## src/hw/decim_cfg_pkg.sv

```systemverilog
/*
  Shared constants for the decimation, gain trim and output width configuration.
  Assumes byte-wide registers reached through the serial control port.
*/
package decim_cfg_pkg;
  localparam int ADDR_W = 15;
  localparam int DATA_W = 8;
  localparam int SAMP_W = 16;
  localparam int TRIM_W = 14;
  localparam int TRIM_FRAC = 10;
  // ---------------------------------------------------------------
  // register offsets
  // ---------------------------------------------------------------
  localparam logic [14:0] OFS_SECOND_STAGE = 15'h011A;
  localparam logic [14:0] OFS_EFF_BURST = 15'h011B;
  localparam logic [14:0] OFS_TRIM0_LOW = 15'h0152;
  localparam logic [14:0] OFS_TRIM0_MID = 15'h0153;
  localparam logic [14:0] OFS_TRIM0_HIGH = 15'h0154;
  localparam logic [14:0] OFS_TRIM1_LOW = 15'h0155;
  localparam logic [14:0] OFS_TRIM1_MID = 15'h0156;
  localparam logic [14:0] OFS_TRIM1_HIGH = 15'h0157;
  localparam logic [14:0] OFS_TRIM2_LOW = 15'h0158;
  localparam logic [14:0] OFS_TRIM2_MID = 15'h0159;
  localparam logic [14:0] OFS_TRIM2_HIGH = 15'h0170;
  localparam logic [14:0] OFS_OUT_WIDTH = 15'h0189;
  // ---------------------------------------------------------------
  // field positions
  // ---------------------------------------------------------------
  localparam int TRIM_MID_LSB = 8;
  localparam int TRIM_HIGH_LSB = 10;
  localparam int DITHER_BIT = 5;
  localparam int SPARE_BIT = 4;
  localparam int RW_BIT = 15;
  // ---------------------------------------------------------------
  // reset values
  // ---------------------------------------------------------------
  localparam logic [3:0] RST_SECOND_STAGE = 4'h0;
  localparam logic [7:0] RST_EFF_BURST = 8'h10;
  localparam logic [7:0] RST_TRIM0_LOW = 8'h07;
  localparam logic [7:0] RST_TRIM1_LOW = 8'h20;
  localparam logic [7:0] RST_TRIM2_LOW = 8'h4A;
  localparam logic [1:0] RST_TRIM_MID = 2'h0;
  localparam logic [3:0] RST_TRIM_HIGH = 4'h1;
  localparam logic [3:0] RST_OUT_WIDTH = 4'h0;
  // ---------------------------------------------------------------
  // second stage rate codes, output width limits, dither seed and serial frame lengths
  // ---------------------------------------------------------------
  localparam logic [3:0] RATE_DIV10 = 4'h9;
  localparam logic [3:0] WIDTH_CODE_MAX = 4'h8;
  localparam logic [4:0] WIDTH_FULL = 5'h10;
  localparam logic [15:0] LFSR_SEED = 16'hACE1;
  localparam int SPI_FRAME_BITS = 24;
  localparam int SPI_INSTR_BITS = 16;
endpackage

```

## src/hw/serial_port_slave.sv

```systemverilog
/*
  Serial control port slave: 16-bit instruction (read flag, 15-bit address)
  then one data byte, msb first, data taken on rising clock, driven on falling.
  Assumes the serial clock is well below a quarter of sys_clk.
*/
`timescale 1ns/100ps
module serial_port_slave
  import decim_cfg_pkg::*;
(
  input wire logic sys_clk,
  input wire logic rst_n,
  input wire logic spi_cs_n,
  input wire logic spi_sclk,
  input wire logic spi_sdi,
  output logic spi_sdo,
  output logic spi_sdo_oe,
  output logic [14:0] reg_addr,
  output logic [7:0] reg_wdata,
  output logic reg_wr,
  input wire logic [7:0] reg_rdata
);
  logic [2:0] sync1_ff, nxt_sync1, sync2_ff, nxt_sync2;
  logic sclk_prev_ff, nxt_sclk_prev;
  logic [4:0] cnt_ff, nxt_cnt;
  logic [15:0] instr_ff, nxt_instr;
  logic [7:0] shift_ff, nxt_shift;
  logic sdo_ff, nxt_sdo;
  logic wr_ff, nxt_wr;
  logic cs_act, rise, fall;

  assign cs_act = ~sync2_ff[2];
  assign rise = sync2_ff[1] & ~sclk_prev_ff;
  assign fall = ~sync2_ff[1] & sclk_prev_ff;
  assign reg_addr = instr_ff[14:0];
  assign reg_wdata = shift_ff;
  assign reg_wr = wr_ff;
  assign spi_sdo = sdo_ff;
  assign spi_sdo_oe = cs_act & instr_ff[RW_BIT] & (cnt_ff >= 5'(SPI_INSTR_BITS));

  always_comb
  begin
    nxt_sync1 = {spi_cs_n, spi_sclk, spi_sdi};
    nxt_sync2 = sync1_ff;
    nxt_sclk_prev = sync2_ff[1];
    nxt_cnt = cnt_ff;
    nxt_instr = instr_ff;
    nxt_shift = shift_ff;
    nxt_sdo = sdo_ff;
    nxt_wr = 1'b0;
    if (!cs_act)
    begin
      nxt_cnt = '0;
      nxt_sdo = 1'b0;
    end
    else if (rise && cnt_ff < 5'(SPI_INSTR_BITS))
    begin
      nxt_instr = {instr_ff[14:0], sync2_ff[0]};
      nxt_cnt = cnt_ff + 5'd1;
    end
    else if (rise && cnt_ff < 5'(SPI_FRAME_BITS))
    begin
      nxt_cnt = cnt_ff + 5'd1;
      if (!instr_ff[RW_BIT])
      begin
        nxt_shift = {shift_ff[6:0], sync2_ff[0]};
        nxt_wr = (cnt_ff == 5'(SPI_FRAME_BITS - 1));
      end
    end
    else if (fall && cnt_ff == 5'(SPI_INSTR_BITS) && instr_ff[RW_BIT])
    begin
      nxt_shift = {reg_rdata[6:0], 1'b0};
      nxt_sdo = reg_rdata[7];
    end
    else if (fall && cnt_ff > 5'(SPI_INSTR_BITS) && instr_ff[RW_BIT])
    begin
      nxt_sdo = shift_ff[7];
      nxt_shift = {shift_ff[6:0], 1'b0};
    end
  end

  always_ff @(posedge sys_clk)
  begin
    if (!rst_n)
    begin
      sync1_ff <= 3'h7;
      sync2_ff <= 3'h7;
      sclk_prev_ff <= 1'b1;
      cnt_ff <= '0;
      instr_ff <= '0;
      shift_ff <= '0;
      sdo_ff <= 1'b0;
      wr_ff <= 1'b0;
    end
    else
    begin
      sync1_ff <= nxt_sync1;
      sync2_ff <= nxt_sync2;
      sclk_prev_ff <= nxt_sclk_prev;
      cnt_ff <= nxt_cnt;
      instr_ff <= nxt_instr;
      shift_ff <= nxt_shift;
      sdo_ff <= nxt_sdo;
      wr_ff <= nxt_wr;
    end
  end
endmodule

```

## src/hw/second_stage_path.sv

```systemverilog
/*
  Second stage: source select, comb gain trim on comb samples, and keep-one-of-N
  decimation. Assumes samples and settings arrive on sys_clk.
*/
`timescale 1ns/100ps
module second_stage_path
  import decim_cfg_pkg::*;
(
  input wire logic sys_clk,
  input wire logic rst_n,
  input wire logic [15:0] comb_sample,
  input wire logic [15:0] raw_sample,
  input wire logic [1:0] sample_group,
  input wire logic sample_valid,
  input wire logic raw_source,
  input wire logic [7:0] decim_factor,
  input wire logic [41:0] trims,
  output logic [15:0] dec_sample,
  output logic dec_valid
);
  logic [7:0] cnt_ff, nxt_cnt;
  logic [15:0] samp_ff, nxt_samp;
  logic valid_ff, nxt_valid;
  logic [13:0] trim;
  logic [15:0] src;

  // signed sample times unsigned 4.10 trim, saturated to 16 bits
  function automatic logic [15:0] apply_trim(input logic [15:0] s, input logic [13:0] g);
    logic signed [31:0] p;
    p = 32'(signed'(s)) * 32'(signed'({2'b00, g}));
    p = p >>> TRIM_FRAC;
    if (p > 32'sd32767)
      apply_trim = 16'h7FFF;
    else if (p < -32'sd32768)
      apply_trim = 16'h8000;
    else
      apply_trim = p[15:0];
  endfunction

  assign trim = (sample_group == 2'd1) ? trims[27:14] :
                (sample_group == 2'd2) ? trims[41:28] : trims[13:0];
  assign src = raw_source ? raw_sample : apply_trim(comb_sample, trim);
  assign dec_sample = samp_ff;
  assign dec_valid = valid_ff;

  always_comb
  begin
    nxt_cnt = cnt_ff;
    nxt_samp = samp_ff;
    nxt_valid = 1'b0;
    if (sample_valid)
    begin
      if (cnt_ff + 8'd1 >= decim_factor)
      begin
        nxt_cnt = '0;
        nxt_samp = src;
        nxt_valid = 1'b1;
      end
      else
        nxt_cnt = cnt_ff + 8'd1;
    end
  end

  always_ff @(posedge sys_clk)
  begin
    if (!rst_n)
    begin
      cnt_ff <= '0;
      samp_ff <= '0;
      valid_ff <= 1'b0;
    end
    else
    begin
      cnt_ff <= nxt_cnt;
      samp_ff <= nxt_samp;
      valid_ff <= nxt_valid;
    end
  end
endmodule

```

## src/hw/decimator_gain_resolution_cfg.sv

```systemverilog
/*
  Decimation rate, burst ratio readback, comb gain trims and output word width
  with dither, reached through the serial control port.
  Assumes serial pins are asynchronous to sys_clk and samples arrive on sys_clk.
*/
// Functional notes
// - codes 0111/1010/1011/1111 divide by 24/20/40/60
// - code 1001 divides by 10, comb source only
// - read-only burst ratio, reset 0x10
// - trims are unsigned 4.10 over three bytes
// - three trims with their own reset values
// - third trim top nibble at 0x170 low
// - source bit: 1 raw, 0 comb output
// - 0000 bypass, 0001/0010 by 4, 0011 16, 0110 12
// - burst bit picks averaging path, else second stage
`timescale 1ns/100ps
module decimator_gain_resolution_cfg
  import decim_cfg_pkg::*;
(
  input wire logic sys_clk,
  input wire logic rst_n,
  input wire logic spi_cs_n,
  input wire logic spi_sclk,
  input wire logic spi_sdi,
  output logic spi_sdo,
  output logic spi_sdo_oe,
  input wire logic burst_mode_on,
  input wire logic second_stage_raw_source,
  input wire logic [7:0] burst_ratio_in,
  input wire logic [15:0] comb_sample,
  input wire logic [15:0] raw_sample,
  input wire logic [1:0] sample_group,
  input wire logic sample_valid,
  output logic [15:0] out_sample,
  output logic out_valid,
  output logic rate_code_invalid,
  output logic [13:0] comb_gain_trim_a,
  output logic [13:0] comb_gain_trim_b,
  output logic [13:0] comb_gain_trim_c
);
  // ---------------------------------------------------------------
  // declarations
  // ---------------------------------------------------------------
  logic [14:0] reg_addr;
  logic [7:0] reg_wdata;
  logic reg_wr;
  logic [7:0] reg_rdata;
  logic [3:0] second_stage_rate_ff, nxt_second_stage_rate;
  logic [7:0] effective_burst_ratio_ff, nxt_effective_burst_ratio;
  logic [13:0] trim_a_ff, nxt_trim_a;
  logic [13:0] trim_b_ff, nxt_trim_b;
  logic [13:0] trim_c_ff, nxt_trim_c;
  logic [3:0] output_word_width_ff, nxt_output_word_width;
  logic output_dither_on_ff, nxt_output_dither_on;
  logic spare_bit_ff, nxt_spare_bit;
  logic [7:0] j_factor;
  logic [7:0] decim_factor;
  logic [15:0] dec_sample;
  logic dec_valid;
  logic [15:0] lfsr_ff, nxt_lfsr;
  logic [15:0] out_sample_ff, nxt_out_sample;
  logic out_valid_ff, nxt_out_valid;

  // ---------------------------------------------------------------
  // helper functions
  // ---------------------------------------------------------------
  // second stage rate code to division factor; 0 marks an unusable code
  function automatic logic [7:0] rate_factor(input logic [3:0] code, input logic raw);
    case (code)
      4'h0: rate_factor = 8'd1;
      4'h1: rate_factor = 8'd4;
      4'h2: rate_factor = 8'd4;
      4'h3: rate_factor = 8'd16;
      4'h6: rate_factor = 8'd12;
      4'h7: rate_factor = 8'd24;
      4'h9: rate_factor = raw ? 8'd0 : 8'd10;
      4'hA: rate_factor = 8'd20;
      4'hB: rate_factor = 8'd40;
      4'hF: rate_factor = 8'd60;
      default: rate_factor = 8'd0;
    endcase
  endfunction

  // number of dropped low bits for a width code, clamped at 8-bit output
  function automatic logic [3:0] drop_bits(input logic [3:0] code);
    if (code > WIDTH_CODE_MAX)
      drop_bits = WIDTH_CODE_MAX;
    else
      drop_bits = code;
  endfunction

  // mask keeping the upper (16 - drop) bits
  function automatic logic [15:0] keep_mask(input logic [3:0] drop);
    keep_mask = 16'hFFFF << drop;
  endfunction

  // one byte lane of a trim value as read back, reserved bits zero
  function automatic logic [7:0] trim_byte(input logic [13:0] t, input logic [1:0] lane);
    case (lane)
      2'd0: trim_byte = t[7:0];
      2'd1: trim_byte = {6'h00, t[9:8]};
      default: trim_byte = {4'h0, t[13:10]};
    endcase
  endfunction

  // ---------------------------------------------------------------
  // serial control port
  // ---------------------------------------------------------------
  serial_port_slave u_port
  (
    .sys_clk(sys_clk),
    .rst_n(rst_n),
    .spi_cs_n(spi_cs_n),
    .spi_sclk(spi_sclk),
    .spi_sdi(spi_sdi),
    .spi_sdo(spi_sdo),
    .spi_sdo_oe(spi_sdo_oe),
    .reg_addr(reg_addr),
    .reg_wdata(reg_wdata),
    .reg_wr(reg_wr),
    .reg_rdata(reg_rdata)
  );

  // ---------------------------------------------------------------
  // register writes
  // ---------------------------------------------------------------
  always_comb
  begin
    nxt_second_stage_rate = second_stage_rate_ff;
    nxt_trim_a = trim_a_ff;
    nxt_trim_b = trim_b_ff;
    nxt_trim_c = trim_c_ff;
    nxt_output_word_width = output_word_width_ff;
    nxt_output_dither_on = output_dither_on_ff;
    nxt_spare_bit = spare_bit_ff;
    // burst ratio follows the averaging block while burst mode is on
    if (burst_mode_on)
      nxt_effective_burst_ratio = burst_ratio_in;
    else
      nxt_effective_burst_ratio = effective_burst_ratio_ff;
    if (reg_wr)
    begin
      case (reg_addr)
        OFS_SECOND_STAGE: nxt_second_stage_rate = reg_wdata[3:0];
        OFS_TRIM0_LOW: nxt_trim_a[7:0] = reg_wdata;
        OFS_TRIM0_MID: nxt_trim_a[9:8] = reg_wdata[1:0];
        OFS_TRIM0_HIGH: nxt_trim_a[13:10] = reg_wdata[3:0];
        OFS_TRIM1_LOW: nxt_trim_b[7:0] = reg_wdata;
        OFS_TRIM1_MID: nxt_trim_b[9:8] = reg_wdata[1:0];
        OFS_TRIM1_HIGH: nxt_trim_b[13:10] = reg_wdata[3:0];
        OFS_TRIM2_LOW: nxt_trim_c[7:0] = reg_wdata;
        OFS_TRIM2_MID: nxt_trim_c[9:8] = reg_wdata[1:0];
        OFS_TRIM2_HIGH: nxt_trim_c[13:10] = reg_wdata[3:0];
        OFS_OUT_WIDTH:
        begin
          nxt_output_word_width = reg_wdata[3:0];
          nxt_spare_bit = reg_wdata[SPARE_BIT];
          nxt_output_dither_on = reg_wdata[DITHER_BIT];
        end
        default: nxt_spare_bit = spare_bit_ff;
      endcase
    end
  end

  always_ff @(posedge sys_clk)
  begin
    if (!rst_n)
    begin
      second_stage_rate_ff <= RST_SECOND_STAGE;
      effective_burst_ratio_ff <= RST_EFF_BURST;
      trim_a_ff <= {RST_TRIM_HIGH, RST_TRIM_MID, RST_TRIM0_LOW};
      trim_b_ff <= {RST_TRIM_HIGH, RST_TRIM_MID, RST_TRIM1_LOW};
      trim_c_ff <= {RST_TRIM_HIGH, RST_TRIM_MID, RST_TRIM2_LOW};
      output_word_width_ff <= RST_OUT_WIDTH;
      output_dither_on_ff <= 1'b0;
      spare_bit_ff <= 1'b0;
    end
    else
    begin
      second_stage_rate_ff <= nxt_second_stage_rate;
      effective_burst_ratio_ff <= nxt_effective_burst_ratio;
      trim_a_ff <= nxt_trim_a;
      trim_b_ff <= nxt_trim_b;
      trim_c_ff <= nxt_trim_c;
      output_word_width_ff <= nxt_output_word_width;
      output_dither_on_ff <= nxt_output_dither_on;
      spare_bit_ff <= nxt_spare_bit;
    end
  end

  // ---------------------------------------------------------------
  // register reads
  // ---------------------------------------------------------------
  always_comb
  begin
    case (reg_addr)
      OFS_SECOND_STAGE: reg_rdata = {4'h0, second_stage_rate_ff};
      OFS_EFF_BURST: reg_rdata = effective_burst_ratio_ff;
      OFS_TRIM0_LOW: reg_rdata = trim_byte(trim_a_ff, 2'd0);
      OFS_TRIM0_MID: reg_rdata = trim_byte(trim_a_ff, 2'd1);
      OFS_TRIM0_HIGH: reg_rdata = trim_byte(trim_a_ff, 2'd2);
      OFS_TRIM1_LOW: reg_rdata = trim_byte(trim_b_ff, 2'd0);
      OFS_TRIM1_MID: reg_rdata = trim_byte(trim_b_ff, 2'd1);
      OFS_TRIM1_HIGH: reg_rdata = trim_byte(trim_b_ff, 2'd2);
      OFS_TRIM2_LOW: reg_rdata = trim_byte(trim_c_ff, 2'd0);
      OFS_TRIM2_MID: reg_rdata = trim_byte(trim_c_ff, 2'd1);
      OFS_TRIM2_HIGH: reg_rdata = trim_byte(trim_c_ff, 2'd2);
      OFS_OUT_WIDTH:
        reg_rdata = {2'b00, output_dither_on_ff, spare_bit_ff, output_word_width_ff};
      default: reg_rdata = 8'h00;
    endcase
  end

  // ---------------------------------------------------------------
  // rate selection
  // ---------------------------------------------------------------
  assign j_factor = rate_factor(second_stage_rate_ff, second_stage_raw_source);
  // an unusable code falls back to bypass and is flagged
  assign rate_code_invalid = ~burst_mode_on & (j_factor == 8'd0);
  // a zero burst ratio is taken as divide by one
  always_comb
  begin
    if (burst_mode_on && effective_burst_ratio_ff == 8'd0)
      decim_factor = 8'd1;
    else if (burst_mode_on)
      decim_factor = effective_burst_ratio_ff;
    else if (j_factor == 8'd0)
      decim_factor = 8'd1;
    else
      decim_factor = j_factor;
  end

  assign comb_gain_trim_a = trim_a_ff;
  assign comb_gain_trim_b = trim_b_ff;
  assign comb_gain_trim_c = trim_c_ff;

  // ---------------------------------------------------------------
  // source select, trim and decimation
  // ---------------------------------------------------------------
  second_stage_path u_path
  (
    .sys_clk(sys_clk),
    .rst_n(rst_n),
    .comb_sample(comb_sample),
    .raw_sample(raw_sample),
    .sample_group(sample_group),
    .sample_valid(sample_valid),
    .raw_source(second_stage_raw_source & ~burst_mode_on),
    .decim_factor(decim_factor),
    .trims({trim_c_ff, trim_b_ff, trim_a_ff}),
    .dec_sample(dec_sample),
    .dec_valid(dec_valid)
  );

  // ---------------------------------------------------------------
  // output word width and dither
  // ---------------------------------------------------------------
  always_comb
  begin
    logic [3:0] drop;
    logic [15:0] mask;
    logic signed [16:0] sum;
    drop = drop_bits(output_word_width_ff);
    mask = keep_mask(drop);
    sum = 17'(signed'(dec_sample));
    nxt_lfsr = lfsr_ff;
    nxt_out_sample = out_sample_ff;
    nxt_out_valid = dec_valid;
    if (dec_valid)
    begin
      // lfsr steps once per output sample, so the noise is repeatable
      nxt_lfsr = {lfsr_ff[14:0], lfsr_ff[15] ^ lfsr_ff[13] ^ lfsr_ff[12] ^ lfsr_ff[10]};
      // dither adds noise below the kept lsb before truncation
      if (output_dither_on_ff)
        sum = sum + 17'(lfsr_ff & ~mask);
      if (sum > 17'sd32767)
        sum = 17'sd32767;
      nxt_out_sample = sum[15:0] & mask;
    end
  end

  always_ff @(posedge sys_clk)
  begin
    if (!rst_n)
    begin
      lfsr_ff <= LFSR_SEED;
      out_sample_ff <= '0;
      out_valid_ff <= 1'b0;
    end
    else
    begin
      lfsr_ff <= nxt_lfsr;
      out_sample_ff <= nxt_out_sample;
      out_valid_ff <= nxt_out_valid;
    end
  end

  assign out_sample = out_sample_ff;
  assign out_valid = out_valid_ff;
endmodule

```

## config.mk

```make
export PLATFORM = sky130hd
export DESIGN_NAME = decimator_gain_resolution_cfg
export DESIGN_NICKNAME = d
export VERILOG_FILES = /design/src/hw/decim_cfg_pkg.sv /design/src/hw/serial_port_slave.sv /design/src/hw/second_stage_path.sv /design/src/hw/decimator_gain_resolution_cfg.sv
export SDC_FILE = /design/constraint.sdc
export NUM_CORES = 1
export LEC_CHECK = 0
export ABC_AREA = 1
export BUFFER_PORTS_ARGS = -buffer_cell sky130_fd_sc_hd__buf_2
export CORE_MARGIN = 5
export CORE_UTILIZATION = 42
export CTS_CLUSTER_DIAMETER = 60
export DETAILED_ROUTE_END_ITERATION = 12
export HOLD_SLACK_MARGIN = 0.05
export PLACE_DENSITY = 0.59
export SLEW_MARGIN = 20
export SYNTH_ARGS = -nofsm -noshare
export SYNTH_HDL_FRONTEND = slang
export SYNTH_SLANG_ARGS = --single-unit
```

## constraint.sdc

```tcl
create_clock -name sys_clk -period 8.5 [get_ports sys_clk]
set_clock_uncertainty 0.05 [all_clocks]
set_input_delay 0.425 -clock sys_clk [delete_from_list [all_inputs] [get_ports sys_clk]]
set_output_delay 0.425 -clock sys_clk [all_outputs]
set_load 0.02 [all_outputs]
```

=== Yosys cells after proc, flatten, opt, wreduce, memory -nomap -nowiden ===
Index checks and enable logic that the tools add are counted.

* Bits in writable memories: 0
* Bits in latches: 0
* Bits of input ports: 50
* Bits in registers: 156
* Memories: 0
* Memory bits (read-only): 0
* Logic and storage cells: 145
* Output and inout port bits: 62

* Shift-type cells: 1
* Mux-type cells: 26
* Reductions and logical operators: 32
* Add/subtract/negate cells: 3
* Multiply operators: 1
* Magnitude comparators: 9
* Div/mod/pow operators: 0
* Bitwise operators: 19
* Eq/ne operators: 26

{| class="wikitable"
|+ Operator list
! kind !! count
|-
| $eq 15x9->1 const B || 12
|-
| $pmux 8 s12 || 1
|-
| $mux 16 || 5
|-
| $mux 8 || 8
|-
| $pmux 6 s9 || 1
|-
| $mux 17 || 2
|-
| $mul 16x15->31 || 1
|-
| $mux 14 || 2
|-
| $reduce_and 2->1 || 14
|-
| $gt 21x16->1 const B || 1
|-
| $lt 21x16->1 const B || 1
|-
| $add 17x17->17 || 1
|-
| $and 16x17->17 || 1
|-
| $gt 17x16->1 const B || 1
|-
| $not 16->17 || 1
|-
| $and 16x16->16 || 1
|-
| $eq 4x4->1 const B || 4
|-
| $logic_not 8->1 || 2
|-
| $shl 16x4->16 const A || 1
|-
| $eq 5x5->1 const B || 2
|-
| $lt 5x5->1 const B || 2
|-
| $mux 5 || 2
|-
| $add 8x1->8 const B || 1
|-
| $eq 4x2->1 const B || 2
|-
| 23 further kinds || 48
|}

=== Longest topological paths before layout ===
Gate-level depths: netlist (run 1).

* Depth in word-level cells: 12
* Depth in mapped cells: 41
* Depth with buffers taken out: 39

=== Hierarchy ===
Synthesis (run 1) repeated with hierarchy kept, for this count alone.

* Cells, all modules: 2441
* Area, all modules: 17483.0 sq um

{| class="wikitable"
|+ Modules (own cells, without submodules)
! module !! cells each !! seq. area each (sq um) !! area an instance (sq um) !! instances
|-
| second_stage_path || 1349 || 500.5 || 10234.8 || 1
|-
| decimator_gain_resolution_cfg || 862 || 1861.8 || 5531.6 || 1
|-
| serial_port_slave || 230 || 760.7 || 1716.6 || 1
|}

=== Least setup slack after synthesis (run 1) ===
No wires, ideal clock.

* Path type: input-to-reg
* Start: input sample_group[0]
* End: register u_path.samp_ff[6] (netlist: u_path.dec_sample[6])
* Library setup time: 0.131 ns
* Stages: 38
* Arrival time: 6.789 ns
* Setup slack: 1.531 ns
* Required time: 8.319 ns
* Cells stage by stage: inv_2 > nand2_2 > buf_1 > o211ai_1 > o21ai_1 > clkbuf_1 > nor2_1 > fa_1 > inv_1 > fa_1 > inv_1 > fa_1 > inv_1 > fa_1 > inv_1 > fa_1 > inv_1 > fa_1 > (+2 left out) > a21o_1 > inv_1 > nor2_1 > nor2_1 > nand2_1 > a21oi_1 > nand2_1 > nand2_1 > nand2_1 > nand2_1 > nand2_1 > nor2_1 > nand3_2 > a21oi_4 > buf_6 > nand2_1 > nand2_1 > a21oi_2

* Word-level cells in the longest chain between the ends: 8

{| class="wikitable"
|+ Ends and longest elaborated chain
! element !! line !! source
|-
| start, declared || decimator_gain_resolution_cfg.sv:32 || <nowiki>input wire logic [1:0] sample_group,</nowiki>
|-
| $eq 2x2->1 || second_stage_path.sv:41 || <nowiki>(sample_group == 2'd2) ? trims[41:28] : trims[13:0];</nowiki>
|-
| $mux 14 || second_stage_path.sv:41 ||
|-
| $mux 14 (*) || second_stage_path.sv:40 || <nowiki>assign trim = (sample_group == 2'd1) ? trims[27:14] :</nowiki>
|-
| $mul 16x15->31 (*) || second_stage_path.sv:30 || <nowiki>p = 32'(signed'(s)) * 32'(signed'({2'b00, g}));</nowiki>
|-
| $lt 21x16->1 || second_stage_path.sv:34 || <nowiki>else if (p < -32'sd32768)</nowiki>
|-
| $mux 16 || second_stage_path.sv:34 ||
|-
| $mux 16 (*) || second_stage_path.sv:32 || <nowiki>if (p > 32'sd32767)</nowiki>
|-
| $mux 16 (*) || second_stage_path.sv:42 || <nowiki>assign src = raw_source ? raw_sample : apply_trim(comb_sample, trim);</nowiki>
|-
| end signal, assigned || second_stage_path.sv:75 || <nowiki>samp_ff <= nxt_samp;</nowiki>
|-
| end, declared || second_stage_path.sv:22 || <nowiki>logic [15:0] samp_ff, nxt_samp;</nowiki>
|}

Every way passes the cells marked *; elsewhere a longest branch is shown, timed or not.
A chain may end at the register's enable or synchronous reset.

=== Worst setup path after layout (run 1) ===
* Start: input sample_group[0]
* End: register u_path.samp_ff[0] (netlist: u_path.dec_sample[0])

The elaborated chain is that of the path after synthesis.

==> results of run 1 <==
## synthesized netlist by cell type, types with 11 or more instances
library cell | count | area share [%]
dfxtp_1 | 156 | 19
fa_1 | 218 | 26
nand4_1 | 16 | 0.60
inv_1 | 430 | 9.7
a21oi_1 | 145 | 4.4
nand2_1 | 353 | 8.0
o22ai_1 | 18 | 0.68
nor4_1 | 11 | 0.41
clkbuf_1 | 45 | 1.0
ha_1 | 98 | 7.4
clkinv_1 | 18 | 0.41
o21ai_0 | 123 | 3.7
a211oi_1 | 25 | 1.1
nor2_1 | 327 | 7.4
nand3_1 | 58 | 1.7
nor3_1 | 23 | 0.69
o211ai_1 | 19 | 0.86
xor2_1 | 30 | 1.6
## registers in the layout, indices dropped and copies added, names as in the netlist
name                      flops
comb_gain_trim_a             14
u_path.dec_sample            16
u_port.sclk_prev_ff           1
u_port.reg_wdata              8
u_path.dec_valid              1
u_path.cnt_ff                 8
effective_burst_ratio_ff      8
out_sample                   16
second_stage_rate_ff          4
u_port.spi_sdo                1
comb_gain_trim_c             14
lfsr_ff                      16
u_port.sync2_ff               3
out_valid                     1
comb_gain_trim_b             14
u_port.nxt_sync2              3
u_port.reg_wr                 1
output_word_width_ff          4
u_port.instr_ff              16
spare_bit_ff                  1
output_dither_on_ff           1
u_port.cnt_ff                 5
## per-stage QoR
step	hold slack [ns]	setup slack [ns]	total power, mW	instance area, sq um	util, %
3_5_place_dp	0.3537	0.4667	6.984	17700	45.49
3_3_place_gp	0.3547	0.5901	6.973	17700	45.49
4_1_cts	0.1058	0.8987	7.879	18350	47.15
6_report	0.1204	0.8924	7.829	18350	47.16
5_1_grt	0.09809	0.2222	8.767	18350	47.16
2_1_floorplan	0.3425	1.531	5.526	16620	-
## power by group through the flow
stage          Sequential (mW)  Combinational (mW)  Clock (mW)
2_1_floorplan            0.825                4.70           0
3_3_place_gp             0.840                6.13           0
3_5_place_dp             0.841                6.14           0
4_1_cts                  0.825                6.18       0.871
5_1_grt                  0.830                7.03       0.905
6_report                 0.823                6.15       0.861
## cells by family (layout without fill, tap and decap cells)
group           count (synthesis)  in the layout  share of synthesized area [%]
compound gates                385            385                          13.33
flops                         156            156                          18.82
simple gates                  825            825                          20.48
fa+ha+maj                     316            316                          33.68
other cells                     1              7                        0.02259
xor+xnor                       40             40                          2.111
buf+inv                       505            608                          11.56
## layout make-up
cell class,count,share of cell area (%)
Tap cell,518,3.531
Clock buffer,17,2.318
Inverter,453,9.264
Sequential cell,156,17.02
Multi-Input combinational cell,1573,63.10
Timing Repair Buffer,124,3.559
Clock inverter,14,1.213
## path summary, 6_finish.rpt
path	end	slack [ns]	depth (start not counted)
worst max register to register	u_path.dec_sample[0]	0.89	31
worst max-delay path	u_path.dec_sample[0]	0.89	34
worst min register to register	u_port.sync2_ff[1]	0.37	1
worst min-delay path	u_port.nxt_sync2[2]	0.12	2
## placed cells by master (no fill, tap or decap), types with 6 or more instances in the layout
master,instances
a211oi_1,25
a21o_1,8
a21oi_1,145
a221oi_1,10
a22oi_1,6
a31oi_1,10
buf_2,111
buf_4,13
clkbuf_16,17
clkinv_1,18
conb_1,7
dfxtp_1,156
fa_1,218
ha_1,98
inv_1,430
nand2_1,352
nand2_2,10
nand3_1,58
nand4_1,16
nor2_1,327
nor3_1,23
nor4_1,11
o211ai_1,19
o21ai_0,123
o22ai_1,18
or2_2,10
xnor2_1,10
xor2_1,30
## layer usage
layer	vias to the layer above	share of wire [%]	track usage (%)
met1	7194	45	30.78
met2	408	48	38.34
met3	76	4.7	2.939
met5	-	0.016	0
met4	2	2.2	5.153
li1	7183	-	-
==> impl_results.md, run 1 <==
* Status: finished clean
* Launch point of the critical path: sample_group[0]
* # setup viols final at 0
* Hold buffers post-CTS at 0
* Slowest cell delay on critical path at roughly 0.57 ns
* Starting Density at a little over two fifths
* Max-slew headroom at a little over a quarter
* Sw frac at 56.06%
* Most frequent CP cell: nand2_1
* Setup crit end kind: register
* Resized cells post-CTS at 0
* Syn Inst Count at 2228
* DRT iter0 DRCs at 927
* Slew Limit Fails at 0
* CP max-delay cell: fa_1
* GP Congestion at 0.9802
* Post-Route WL at 48.85 mm
* Unrepaired setup endpoints after global routing: no
* Syn-to-layout area delta at 10.58%
* Fillers at roughly 4000
* Ant. Diodes at 0
* Switching pwr at 4.389 mW
* Post-synth EDFFs at 0
* Req. time, crit path at 8.73 ns
* First-pass GRT wire length at 79.87 mm
* Sequential cell area fraction in the yosys report at 18.82%
* CP Launch Type: input port
* Initial antenna violation count at 1
* F_max at 0.1314 GHz
* Layout cell share with drive strength beyond 1 at 8.258%
* Post-DP HPWL at 40.04 mm
* Worst vdd ir at 0.3691 mV
* Combinational fraction of design power at between 70% and 80%
* Reg clk slew, reported paths at 0.07 ns
* Post-Layout Cell Count at 2855
* Worst-Margin Slew at 1.087 ns
* Worst flop-to-flop path startpoint: comb_gain_trim_c[6]
* # rows at 72
* Post-CTS Setup Inserts at 0
* Seq. cell area at 0.003123 sq mm
* CTS Sinks at approximately 160
* Main flop type after synthesis: dfxtp_1
* Height of the die at 208.8 um
* Tmin final at 7.608 ns
* Area of the multi-input gates at ~0.012 sq mm
* Fin crit share at 89.50%
* Vias in the first global route at 15180
* Num CTS Buffers at 17
* YS warnings at 0
* Pre-Repair DR Iteration Count at 6
* Sequential share of power at 10.5%
* Post-Synthesis Cell Area at ~0.017 sq mm
* Clock share of power at 11.0%
* Internal Power at between 3 and 4 mW
* IO buf count at 111
* Top Family by Delay on Critical Path: adder cells
* Worst skew pair latency at 0.44 ns
* Routed WL per cell at 17.11 um
* Arrival time of the worst setup path at 7.84 ns
* Yosys cell types at 48
* Die width at 208.8 um
* Max-Cap Viols at 0
* Number of hold violations in the final report at 0
* Placed Cells at 2824
* Remaining antenna violation count at 0
* Via/cell ratio at roughly 5.2
* Clock buffer depth at 2
* #FFs+latches synth at 156
* Core area at between 0.03 and 0.04 sq mm
* CTS H-tree lvls at 4
* CTS tree: built
* CP max FO at 19
* DIE AREA at approximately 0.044 sq mm
* Hold Startpoint: spi_cs_n
* Vias at 14860
* Mean area per synthesized cell at 7.450 sq um
* Grt ovf at 0
* Nets at 2691
* Min-delay worst type: input port to register
* Leakage at around 9.0 nW
* Buffers & Inverters on Critical Path at 7
* CTS root buf: clkbuf_16
* Setup TNS at 0 ns
* WS Path Type: input port to register
* GR Util All Layers at 22.52%
* Asr flop ratio synth at 0%
* DRC at 0
* Power Dens Cells at between 400 and 500 mW/mm^2
* Largest net degree at the start of global routing at 65
* # IOs at 112
(Power assumes the default switching activity.)
==> inputs of run 2 (changes only) <==
- REMOVE_ABC_BUFFERS: default -> 1
==> impl_results.md, run 2 (same netlist as run 1, synthesis figures left out) <==
* Remaining antenna violation count at 0 (unchanged)
* Vias in the first global route at 15170 (-0.053%)
* Status: finished clean
* Post-DP HPWL at 40.52 mm (+1.2%)
* Ant. Diodes at 0 (unchanged)
* DIE AREA at 0.04360 sq mm (unchanged)
* Grt ovf at 0 (unchanged)
* Setup ws final at 0.8426 ns (-0.04973 ns)
* GP Congestion at 0.9690 (-1.1%)
* # rows at 72 (unchanged)
* Layout cell share with drive strength beyond 1 at 8.337% (+0.078 points)
* Post-Layout Cell Count at 2857 (+0.070%)
* Routed WL per cell at 17.33 um (+1.3%)
* Starting Density at 42.65% (unchanged)
* Worst vdd ir at 0.4411 mV (+20%)
* First-pass GRT wire length at 80.70 mm (+1.0%)
* Largest net degree at the start of global routing at 65 (unchanged)
* DR top layer: met4
* Nets at 2692 (+0.037%)
* Via/cell ratio at 5.253 (+0.90%)
* Worst hold slack at 0.1216 ns (+0.001219 ns)
* Met1 Wirelength at 22.13 mm (+0.61%)
* Slew Limit Fails at 0 (unchanged)
* Number of hold violations in the final report at 0 (unchanged)
* Initial antenna violation count at 0 (-1)
* Slowest cell delay on critical path at 0.82 ns (+0.25 ns)
* # setup viols final at 0 (unchanged)
* Max-Cap Viols at 0 (unchanged)
* WS Path Type: register to register
* Worst-Margin Slew at 1.062 ns (-0.02516 ns)
* Most frequent cells in the layout: inv_1 (430), nand2_1 (352), nor2_1 (327)
* Worst skew pair latency at 0.44 ns (about the same)
* Leakage at 8.980 nW (-0.15%)
* Post-CTS Setup Inserts at 0 (unchanged)
* Die width at 208.8 um (unchanged)
* F_max at 0.1306 GHz (-0.65%)
* Post-Place Cell Area at 0.01771 sq mm (about the same)
* Placed Cells at 2825 (+0.035%)
* Design area at 0.01835 sq mm (about the same)
* Hold buffers post-CTS at 0 (unchanged)
* Min-delay worst type: input port to register
* Vias at 15010 (+0.97%)
* Reg clk slew, reported paths at 0.07 ns (about the same)
* Pre-Repair DR Iteration Count at 6 (unchanged)
* Setup crit end kind: register
* IO buf count at 111 (unchanged)
* GR Util All Layers at 22.72% (+0.20 points)
* Arrival time of the worst setup path at 7.89 ns (+0.05 ns)
* DR WL met3 at 2.706 mm (+17%)
* Max-slew headroom at 28.92% (+1.7 points)
* CTS Sinks at 156 (unchanged)
* Setup TNS at 0 ns (unchanged)
* Most frequent CP cell: inv_1
* # IOs at 112 (unchanged)
* Num CTS Buffers at 17 (unchanged)
* CTS root buf: clkbuf_16
* Fin crit share at 90.09% (+0.59 points)
* Pre-CTS setup slack at 0.5436 ns (+0.07682 ns)
* Tmin final at 7.657 ns (+0.04973 ns)
* Clock buffer depth at 2 (unchanged)
* Resized cells post-CTS at 0 (unchanged)
* Power Dens Cells at 427.4 mW/mm^2 (+0.20%)
* DRC at 0 (unchanged)
* Syn-to-layout area delta at 10.52% (about the same)
* Post-Route WL at 49.52 mm (+1.4%)
* CP Launch Type: register
* Met2 WL at 23.54 mm (+0.19%)
* Req. time, crit path at 8.74 ns (about the same)
* CP max FO at 16 (-3)
* CTS H-tree lvls at 4 (unchanged)
* Core area at 0.03892 sq mm (unchanged)
* Unrepaired setup endpoints after global routing: no
* Height of the die at 208.8 um (unchanged)
* DRT iter0 DRCs at 1283 (+38%)
* CP max-delay cell: fa_1
* Most common cell after layout, fill and taps aside: inv_1
* CTS tree: built
run 2: cell types whose count changed in the layout (fill, tap and decap cells not counted):
cell / change
clkinvlp_4: +3
buf_4: +1
bufinv_16: -1
clkinv_4: -1
run 2: worst paths after layout:
path	from	slack (ns)	endpoint	depth (start not counted)
worst max register to register	comb_gain_trim_c[0]	0.84	u_path.dec_sample[6]	31
worst min-delay path	spi_cs_n	0.12	u_port.nxt_sync2[2]	2
worst max-delay path	comb_gain_trim_c[0]	0.84	u_path.dec_sample[6]	31
worst min register to register	u_port.nxt_sync2[0]	0.37	u_port.sync2_ff[0]	1
run 2: through the flow:
step                      total power, mW  util, %
after floorplan                     5.390        -
after global placement              6.987    45.51
after detailed placement            6.988    45.51
after CTS                           7.870    47.13
after global routing                8.742    47.14
final                               7.841    47.14
run 2: report_power, final:
group	internal (mW)	switching [mW]	total [mW]
Combinational	2.16	4.02	6.18
Sequential	0.778	0.0446	0.823
Clock	0.476	0.361	0.837
Total	3.42	4.43	7.84
run 2: cell type report:
type	count	area (sq um)
Clock buffer	17	425.4
Clock inverter	15	206.4
Fill cell	4000	20570
Inverter	453	1700
Multi-Input combinational cell	1573	11580
Sequential cell	156	3123
Tap cell	518	648.1
Timing Repair Buffer	125	660.6
run 2: critical path: cells and delay by family, from the launching register on:
| family | cells | cell delay [ns] |
|---|---|---|
| adders and majority gates | 7 | 3.82 |
| and+or+nand+nor | 15 | 2.08 |
| buffers and inverters | 7 | 0.71 |
| DFF | 1 | 0.43 |
| AOI/OAI and AO/OA | 2 | 0.40 |
run 2: per-layer routing:
metal	up-vias	global-route usage (%)
li1	7171	-
met1	7286	31.41
met2	479	38.45
met3	71	2.594
met4	0	5.378
met5	-	0
==> inputs of run 3 (changes only) <==
- clock period: 8.5 -> 7.36 ns (I/O delays scaled with it)
==> impl_results.md, run 3 (same netlist as run 1, synthesis figures left out) <==
* Status: finished clean
* Most common cell after layout, fill and taps aside: inv_1
* Post-DP HPWL at 40.83 mm (+0.77%)
* DRT iter0 DRCs at 1169 (-8.9%)
* Post-Place Cell Area at 0.01798 sq mm (+1.5%)
* Fin crit share at 93.71% (+3.6 points)
* Power Dens Cells at 497.7 mW/mm^2 (+16%)
* CTS root buf: clkbuf_16
* F_max at 0.1450 GHz (+11%)
* Min-delay worst type: input port to register
* Design area at 0.01865 sq mm (+1.7%)
* Core area at 0.03892 sq mm (unchanged)
* Worst skew pair latency at 0.43 ns (about the same)
* Slowest cell delay on critical path at 0.61 ns (-0.21 ns)
* First-pass GRT wire length at 81.50 mm (+1.0%)
* WS Path Type: register to register
* Syn-to-layout area delta at 12.38%
* Post-Route WL at 49.18 mm (-0.68%)
* Fillers at 4008 (+0.20%)
* IO buf count at 111 (unchanged)
* Remaining antenna violation count at 0 (unchanged)
* CP max FO at 15 (-1)
* CTS H-tree lvls at 4 (unchanged)
* Slew Limit Fails at 0 (unchanged)
* Layout cell share with drive strength beyond 1 at 10.13% (+1.8 points)
* Max-Cap Viols at 0 (unchanged)
* DIE AREA at 0.04360 sq mm (unchanged)
* GR Util All Layers at 22.83% (+0.11 points)
* Most frequent CP cell: nand2_1
* # setup viols final at 0 (unchanged)
* Worst vdd ir at 0.4314 mV (-2.2%)
* Reg clk slew, reported paths at 0.07 ns (about the same)
* CP Launch Type: register
* CTS tree: built
* Max-slew headroom at 29.61% (+0.69 points)
* Nets at 2722 (+1.1%)
* Number of hold violations in the final report at 0 (unchanged)
* Arrival time of the worst setup path at 7.12 ns (-0.77 ns)
* Starting Density at 42.65% (unchanged)
* Pre-Repair DR Iteration Count at 5 (-1)
* Num CTS Buffers at 17 (unchanged)
* Die width at 208.8 um (unchanged)
* Ant. Diodes at 0 (unchanged)
* Req. time, crit path at 7.58 ns (-1.16 ns)
* GP Congestion at 0.9528 (-1.7%)
* CP max-delay cell: fa_1
* Initial antenna violation count at 0 (unchanged)
* Setup crit end kind: register
* CTS Sinks at 156 (unchanged)
* Vias at 15030 (+0.13%)
* DRC at 0 (unchanged)
* Worst-Margin Slew at 1.052 ns (-0.01032 ns)
* Largest net degree at the start of global routing at 65 (unchanged)
* # rows at 72 (unchanged)
* # IOs at 112 (unchanged)
* Routed WL per cell at 17.04 um (-1.7%)
* Most frequent cells in the layout: inv_1 (427), nand2_1 (348), nor2_1 (325)
* Grt ovf at 0 (unchanged)
* Post-Layout Cell Count at 2887 (+1.1%)
* Tmin final at 6.897 ns (-0.7606 ns)
* Height of the die at 208.8 um (unchanged)
* Vias in the first global route at 15400 (+1.5%)
* Leakage at 9.156 nW (+2.0%)
* Placed Cells at 2852 (+0.96%)
* Clock buffer depth at 2 (unchanged)
* Via/cell ratio at 5.205 (-0.91%)
## run 3: cell count changes in the layout (fill, tap and decap cells not counted), moves of 3 or more
cell | previous run | this run
buf_4 | 14 | 37
inv_1 | 430 | 427
nand2_1 | 352 | 348
inv_6 | 5 | 8
nand2_2 | 10 | 14
clkinvlp_4 | 3 | 0
buf_12 | 0 | 6
## run 3: power by group
group	switching [mW]	total, mW	internal [mW]
sequential	0.0516	0.951	0.899
clock	0.403	0.916	0.513
combinational	4.70	7.42	2.71
## run 3: layer usage
metal	wire length, um	up-vias	global-route usage (%)
met5	0	-	0
met2	23300	456	38.63
met4	1119	0	5.221
li1	-	7239	-
met3	2736	75	2.954
met1	22030	7257	31.44
## run 3: final timing paths
check | startpoint | end | slack (ns) | cells past startpoint
setup reg to reg | comb_gain_trim_c[0] | u_path.dec_sample[10] | 0.46 | 28
setup / recovery | comb_gain_trim_c[0] | u_path.dec_sample[10] | 0.46 | 28
hold reg to reg | u_port.nxt_sync2[0] | u_port.sync2_ff[0] | 0.37 | 1
hold / removal | spi_sdi | u_port.nxt_sync2[0] | 0.07 | 2
## run 3: final cells by class
| class | count | area [sq um] | share of cell area, % |
|---|---|---|---|
| multi-input combinational | 1573 | 11610 | 62.26 |
| inverter | 453 | 1705 | 9.142 |
| timing repair buffer | 155 | 964.7 | 5.171 |
| clock inverter | 15 | 171.4 | 0.9189 |
| clock buffer | 17 | 425.4 | 2.281 |
| sequential | 156 | 3124 | 16.75 |
| tap | 518 | 648.1 | 3.474 |
## run 3: worst max-delay path, delay by kind of cell (launching register included)
family	cells	cell delay, ns
compound gates	2	0.24
flops	1	0.42
buf+inv	4	0.61
simple gates	15	1.86
fa+ha+maj	7	3.56
## run 3: stage by stage
step | setup slack [ns] | setup TNS [ns] | total power, mW | hold WS (ns) | utilization, %
floorplan | 0.2474 | 0 | 6.225 | 0.3425 | -
global placement | 0.04337 | 0 | 8.186 | 0.3547 | 46.19
detailed placement | -0.07842 | -0.7091 | 8.154 | 0.3561 | 46.19
CTS | 0.2285 | 0 | 9.116 | 0.05912 | 47.72
global route | -0.01209 | -0.01302 | 10.37 | 0.05734 | 47.93
finish | 0.4633 | 0 | 9.284 | 0.07236 | 47.93
## run 3: timing repair
item                       4_1_cts  5_1_grt
buffers inserted                 0        3
setup endpoints to repair        0       15
hold buffers                     0        0
resized for setup                0       19
